File: src/rtl/cvr_params.svh
// Register offsets, field positions, reset values and level constants for the
// comparator reference control block. Included by the package; the RTL sees its macros through the package file.
`ifndef CVR_PARAMS_SVH
`define CVR_PARAMS_SVH

`define CVR_CTRL_OFFSET 12'h000
`define CVR_STATUS_OFFSET 12'h004
`define CVR_CTRL_RESET 8'h00
`define CVR_BIT_POWER 7
`define CVR_BIT_PIN_OE 6
`define CVR_BIT_RANGE 5
`define CVR_BIT_SOURCE 4
`define CVR_TAP_MSB 3
`define CVR_TAP_LSB 0
`define CVR_LOW_DENOM 8'd24
`define CVR_HIGH_DENOM 8'd32
`define CVR_HIGH_BASE_NUM 8'd8

`endif

File: src/rtl/cvr_pkg.sv
// Types shared by the comparator reference control logic.
// Assumes cvr_params.svh is on the include path.
`include "cvr_params.svh"

package cvr_pkg;
    // Range of the ladder
    typedef enum logic [1:0] {
        CVR_RANGE_HIGH = 2'b01,
        CVR_RANGE_LOW = 2'b10
    } cvr_range_t;

    // Level as numerator over denominator of the ladder source
    typedef struct packed {
        logic [7:0] num;
        logic [7:0] den;
    } cvr_level_t;
endpackage : cvr_pkg

File: src/rtl/cvr_ctrl.sv
// Comparator voltage reference control: one 8-bit control register on APB,
// driving the ladder power, source mux, range, tap code and pin routing.
// Assumes a single 125 MHz clock; port direction bit comes from a pin domain.
//
// How it works
// - bit 7 powers the reference ladder on when set
// - bit 6 routes the level to the shared pin, gated by the direction bit
// - bit 5 picks low range (steps of 1/24) or high (1/32 from 1/4)
// - bit 4 picks external reference pins or device supply as source
// - bits 3..0 hold the tap code, sixteen levels
// - level is tap/24 of source, or source/4 plus tap/32
// - all eight bits read and write, zero after power-on
// - reset clears the register: powered down, disconnected, high range
// - register keeps its contents across sleep and wake
// - pin connects when direction bit and pin enable are both set
// - works regardless of comparator configuration
//
// Local design decisions: the register addresses and the APB slave port.
`timescale 1ns/1ps
`default_nettype none

module cvr_ctrl (
    input wire logic i_clk_sys, // System clock 125 MHz
    input wire logic i_rst, // Async reset, active high
    input wire logic i_psel, // APB select
    input wire logic i_penable, // APB enable
    input wire logic i_pwrite, // APB write
    input wire logic [11:0] i_paddr, // APB byte address
    input wire logic [31:0] i_pwdata, // APB write data
    input wire logic [3:0] i_pstrb, // APB byte strobes
    output logic [31:0] o_prdata, // APB read data
    output logic o_pready, // APB ready
    output logic o_pslverr, // APB error
    input wire logic i_sleep, // Device asleep, no effect on contents
    input wire logic i_port_a_direction, // Direction bit of shared pin
    output logic o_ladder_power_enable, // Ladder powered
    output logic o_source_select, // External reference source
    output logic o_range_select, // Low range selected
    output logic [3:0] o_tap_code, // Tap code
    output logic o_pin_output_enable, // Pin route bit
    output logic o_pin_connect, // Level switched onto pin
    output cvr_pkg::cvr_level_t o_reference_level // Level fraction of source
);
    import cvr_pkg::*;

    typedef struct packed {
        logic [7:0] ctrl;
        logic dir_meta;
        logic dir_sync;
        logic pin_connect;
    } cvr_state_t;

    cvr_state_t state;
    cvr_state_t next_state;
    cvr_level_t level;

    logic access;
    logic wr;
    logic rd;

    // Valid APB offsets
    function automatic logic addr_ok(input logic [11:0] a);
        if (a == `CVR_CTRL_OFFSET) begin
            addr_ok = 1'b1;
        end else if (a == `CVR_STATUS_OFFSET) begin
            addr_ok = 1'b1;
        end else begin
            addr_ok = 1'b0;
        end
    endfunction : addr_ok

    // Zero-wait APB strobes
    assign access = i_psel & i_penable;
    assign wr = access & i_pwrite;
    assign rd = access & ~i_pwrite;

    // Next state: direction sync, register writes, pin routing
    always_comb begin
        next_state = state;
        next_state.dir_meta = i_port_a_direction;
        next_state.dir_sync = state.dir_meta;
        // Sleep is ignored so contents persist; no comparator inputs at all
        if (wr && i_paddr == `CVR_CTRL_OFFSET && i_pstrb[0]) begin
            next_state.ctrl = i_pwdata[7:0];
        end
        // Level reaches the pin only with route bit and synchronised direction bit set
        next_state.pin_connect = state.ctrl[`CVR_BIT_PIN_OE] & state.dir_sync;
        if (i_sleep) begin
            next_state.ctrl = next_state.ctrl;
        end
    end

    // Registered state, all cleared on reset
    always_ff @(posedge i_clk_sys or posedge i_rst) begin
        if (i_rst) begin
            state <= '{ctrl: `CVR_CTRL_RESET, default: '0};
        end else begin
            state <= next_state;
        end
    end

    // Level arithmetic
    cvr_level_calc u_calc (
        .i_clk_sys(i_clk_sys),
        .i_rst(i_rst),
        .i_range_low(state.ctrl[`CVR_BIT_RANGE]),
        .i_tap_code(state.ctrl[`CVR_TAP_MSB:`CVR_TAP_LSB]),
        .o_level(level)
    );

    // Bus answers
    assign o_pready = 1'b1;
    assign o_prdata = rd ? ((i_paddr == `CVR_CTRL_OFFSET) ? {24'h000000, state.ctrl}
        : (i_paddr == `CVR_STATUS_OFFSET) ? {16'h0000, level.num, level.den} : 32'h0) : 32'h0;
    assign o_pslverr = access & ~addr_ok(i_paddr);

    // Analog controls from the register; pin switch and level from their own flops
    assign o_ladder_power_enable = state.ctrl[`CVR_BIT_POWER];
    assign o_pin_output_enable = state.ctrl[`CVR_BIT_PIN_OE];
    assign o_range_select = state.ctrl[`CVR_BIT_RANGE];
    assign o_source_select = state.ctrl[`CVR_BIT_SOURCE];
    assign o_tap_code = state.ctrl[`CVR_TAP_MSB:`CVR_TAP_LSB];
    assign o_pin_connect = state.pin_connect;
    assign o_reference_level = level;
endmodule : cvr_ctrl

`default_nettype wire

File: src/rtl/cvr_level_calc.sv
// Converts range and tap code to a level fraction of the ladder source.
// Pure registered arithmetic on the system clock.
`timescale 1ns/1ps
`default_nettype none

module cvr_level_calc (
    input wire logic i_clk_sys, // System clock
    input wire logic i_rst, // Async reset, active high
    input wire logic i_range_low, // Low range selected
    input wire logic [3:0] i_tap_code, // Tap code
    output cvr_pkg::cvr_level_t o_level // Level fraction
);
    import cvr_pkg::*;

    typedef struct packed {
        cvr_level_t level;
    } cvr_calc_state_t;

    cvr_calc_state_t state;
    cvr_calc_state_t next_state;

    // Fraction of source for the chosen range
    function automatic cvr_level_t level_of(input logic low, input logic [3:0] tap);
        cvr_level_t l;
        if (low) begin
            l.num = {4'h0, tap};
            l.den = `CVR_LOW_DENOM;
        end else begin
            l.num = `CVR_HIGH_BASE_NUM + {4'h0, tap};
            l.den = `CVR_HIGH_DENOM;
        end
        return l;
    endfunction : level_of

    // Next value
    always_comb begin
        next_state = state;
        next_state.level = level_of(i_range_low, i_tap_code);
    end

    // Registered state
    always_ff @(posedge i_clk_sys or posedge i_rst) begin
        if (i_rst) begin
            state <= '{level: '{num: 8'h08, den: 8'h20}};
        end else begin
            state <= next_state;
        end
    end

    assign o_level = state.level;
endmodule : cvr_level_calc

`default_nettype wire

File: config.mk
export PLATFORM = sky130hd
export DESIGN_NAME = cvr_ctrl
export DESIGN_NICKNAME = d
export VERILOG_FILES = /design/src/rtl/cvr_pkg.sv /design/src/rtl/cvr_ctrl.sv /design/src/rtl/cvr_level_calc.sv
export VERILOG_INCLUDE_DIRS = /design/src /design/src/rtl
export SDC_FILE = /design/constraint.sdc
export NUM_CORES = 1
export LEC_CHECK = 0
export ABC_CLOCK_PERIOD_IN_PS = 4420
export BUFFER_PORTS_ARGS = -buffer_cell sky130_fd_sc_hd__buf_2
export CAP_MARGIN = 20
export CORE_MARGIN = 1.5
export CORE_UTILIZATION = 37
export DETAILED_ROUTE_END_ITERATION = 8
export GPL_TIMING_DRIVEN = 0
export PLACE_DENSITY_LB_ADDON = 0.2
export SYNTH_ARGS = -nofsm -noshare
export SYNTH_HDL_FRONTEND = slang
export SYNTH_SLANG_ARGS = --single-unit
File: constraint.sdc
create_clock -name i_clk_sys -period 4.42 [get_ports i_clk_sys]
set_input_delay 0.663 -clock i_clk_sys [delete_from_list [all_inputs] [get_ports i_clk_sys]]
set_output_delay 0.663 -clock i_clk_sys [all_outputs]
set_load 0.05 [all_outputs]
==> run summary <==
Entering global routing, the biggest net connects 19 pins. In this run, CTS created clock tree buffers numbering 3. In this run the deepest clock path goes through 2 buffers.

The placeable core region came out at 2760 um^2. The tightest min-delay check is of the flip-flop to flip-flop type. The starting utilization of the core area is 0.387.

The number of storage elements in the synthesis netlist came out at 18. Setup violations remaining at the end of the flow were counted as 0. The floorplan has 19 rows.

The static leakage power came out at 0.911 nW. For the worst-skew pair, the clock arrives at the later sink with an insertion delay of 280 ps. The number of design-rule violations left by the first detailed-router iteration came out at 12. The worst hold path passes through 0 cells.

The largest fanout on the critical path is 10. The signed area change from the synthesized netlist to the final layout came out at 41.1%. Data on the critical path is required at its endpoint by 3760 ps. STA classifies the critical path startpoint as a primary input. The data arrival time of the critical path came out at 2490 ps. The worst vdd rail ir drop came out at 0.000237 V. The sum of negative setup slack is 0 ps. The number of setup buffers added after CTS is 0. The final worst-path cycle share is 0.713. The most common library cell in the layout ignoring fill and taps is sky130_fd_sc_hd__buf_2. The total of warnings raised by yosys is 0. Buffers placed on the I/O ports in this run total 56. The number of distinct library cells after synthesis is 24. The flow ran to the end, and the final reports show no timing, DRC or antenna violations. The count of hold-fix buffers inserted at cts is 0. The full die area came out at 3220 um^2.

Setup repair after global routing left no endpoint under its margin. The normalized max-slew margin is 0.574. The actual slew at the worst max-slew pin is 638 ps. For this run the aggregate overflow at the end of global routing stands at 0.

Detailed placement ended at an HPWL of 1710 um. The clock tree root driver cell is sky130_fd_sc_hd__clkbuf_4. The first detailed-routing pass ran for 3 iterations. Hold is met by 353 ps.

In this run the number of H-tree levels came out at 1. The number of cells on the worst reg-to-reg path is 2. The floorplan die width came out at 56.7 um.

The number of cells upsized or downsized after cts came out at 0. At the end of routability-driven placement, the weighted congestion stood at 0.654. The post-detailed-route via-to-cell ratio came out at 4.11.

TritonCTS built the clock tree. The final layout contains 242 nets. Power spread over the standard cell area amounts to 223 nW/um^2.

The setup check on the worst reg-to-reg path leaves a slack of 3580 ps. The initial antenna violation count is 0. The aggregate routed wire length came out at 2010 um. The final clock skew is 2.01 ps. The max-slew violation count is 0. Across all layers, the routed design uses 884 vias. The share of the core filled with cells is 0.547. Leaving out fill and tap cells, the most frequent cells in the layout are 56 x sky130_fd_sc_hd__buf_2, 33 x sky130_fd_sc_hd__buf_4, 28 x sky130_fd_sc_hd__conb_1.

The count of nets left with antenna violations once routing finished came out at 0. Clock tree synthesis found a total of 18 sinks. From bottom edge to top edge, the die measures 56.7 um.

The reported max-cap violation count came out at 0. The final routed wire length divided by cell count is 9.36 um. The hold violation total from the final report came out at 0. In this run the cell area of the synthesized design comes to 1070 um^2. The global-route wire length before repair is 3190 um. Pin placement for this block handled 114 I/O pins.

The total routing resource utilization after global routing came out at 0.123. The critical path is of the primary input to output pin type. The clock-pin transition on the worst setup and hold timing paths came out at 90 ps. The worst setup path is captured at an output pin. The fmax came out at 317 MHz. The share of cells above drive strength 1 is 0.598. The share of the Yosys chip area taken by registers is 0.424.

In the routed design, unresolved DRC markers number 0. The routed design could run at a clock period as short as 3150 ps. The count of mapped cells out of synthesis came out at 99. The via count of the first global-routing pass is 789. The post-synthesis area per instance is 10.8 um^2. The count of antenna diodes in the layout came out at 0.
final timing paths:
| path | to | from |
|---|---|---|
| hold / removal | state[1] | next_state[1] |
| max in group asynchronous | o_tap_code[2] | i_rst |
| min in group asynchronous | o_pin_output_enable | i_rst |
| setup reg to reg | u_calc.o_level[11] | o_range_select |
| setup / recovery | o_prdata[11] | i_paddr[9] |
| hold reg to reg | state[1] | next_state[1] |
flip-flops by register name, summed over array words and instances, names as in the netlist:
name	count
o_tap_code	4
u_calc.o_level	7
o_ladder_power_enable	1
o_source_select	1
o_range_select	1
state	1
o_pin_connect	1
o_pin_output_enable	1
next_state	1
report_power, final:
part           total (mW)  switching (mW)  internal (mW)
combinational      0.0954          0.0676         0.0279
clock              0.0748          0.0433         0.0316
sequential          0.166        0.000229          0.166
per-layer routing:
metal | vias to the layer above | global-route usage | part of all wire | routed length, um
li1 | 435 | - | - | -
met1 | 388 | 0.136 | 0.39 | 777
met3 | 0 | 0.0461 | 0.14 | 274
met4 | 0 | 0.00997 | 0 | 0
met2 | 61 | 0.233 | 0.48 | 961
met5 | - | 0 | 0 | 0
stage by stage:
step           area [um^2]  std cells  setup slack, ps  total power [mW]
6_report              1510        215             1270             0.336
5_1_grt               1510        215             1160             0.355
4_1_cts               1510        215             1250             0.341
3_5_place_dp          1490        212             1250             0.264
3_3_place_gp          1490        212             1260             0.263
2_1_floorplan         1170        125              772             0.250
area by class of cell:
cell class | count | area, um^2
Fill cell | 262 | 1250
Sequential cell | 18 | 453
Multi-Input combinational cell | 64 | 420
Timing Repair Buffer | 56 | 280
Buffer | 35 | 263
Tap cell | 31 | 38.8
Inverter | 8 | 30.0
Clock buffer | 3 | 22.5
cell families (layout without fill, tap and decap cells):
group | count (synthesis) | after routing | share of synthesized area
fa+ha+maj | 1 | 1 | 0.0117
mux | 9 | 9 | 0.0937
compound gates | 3 | 3 | 0.0199
flops | 18 | 18 | 0.424
simple gates | 23 | 23 | 0.170
other cells | 2 | 28 | 0.00703
buf+inv | 43 | 102 | 0.274
Yosys cell counts:
library cell / count / area (um^2)
sky130_fd_sc_hd__and2_1: 1 / 6.26
sky130_fd_sc_hd__o311a_2: 1 / 11.3
sky130_fd_sc_hd__dfstp_2: 2 / 52.6
sky130_fd_sc_hd__nor3b_1: 3 / 22.5
sky130_fd_sc_hd__nor3b_2: 2 / 25.0
sky130_fd_sc_hd__mux2i_1: 1 / 10.0
sky130_fd_sc_hd__nand4b_1: 1 / 8.76
sky130_fd_sc_hd__nand3b_1: 1 / 7.51
sky130_fd_sc_hd__nor2_1: 1 / 3.75
sky130_fd_sc_hd__a21oi_1: 2 / 10.0
sky130_fd_sc_hd__or4b_1: 1 / 10.0
sky130_fd_sc_hd__buf_4: 33 / 248
sky130_fd_sc_hd__nor3_1: 5 / 25.0
sky130_fd_sc_hd__mux2_2: 8 / 90.1
sky130_fd_sc_hd__ha_1: 1 / 12.5
sky130_fd_sc_hd__clkbuf_1: 1 / 3.75
sky130_fd_sc_hd__dfrtp_1: 16 / 400
sky130_fd_sc_hd__or3_1: 1 / 6.26
sky130_fd_sc_hd__inv_1: 8 / 30.0
sky130_fd_sc_hd__or4_4: 3 / 33.8
sky130_fd_sc_hd__nand2_1: 3 / 11.3
sky130_fd_sc_hd__buf_6: 1 / 11.3
sky130_fd_sc_hd__nor4_4: 1 / 21.3
sky130_fd_sc_hd__conb_1: 2 / 7.51
worst max-delay path: stages:
cell,delay (ps)
sky130_fd_sc_hd__buf_2,90
sky130_fd_sc_hd__or4_4,550
sky130_fd_sc_hd__or4_4,590
sky130_fd_sc_hd__buf_6,170
sky130_fd_sc_hd__nor3_1,130
sky130_fd_sc_hd__buf_2,290
(Power assumes the default switching activity.)
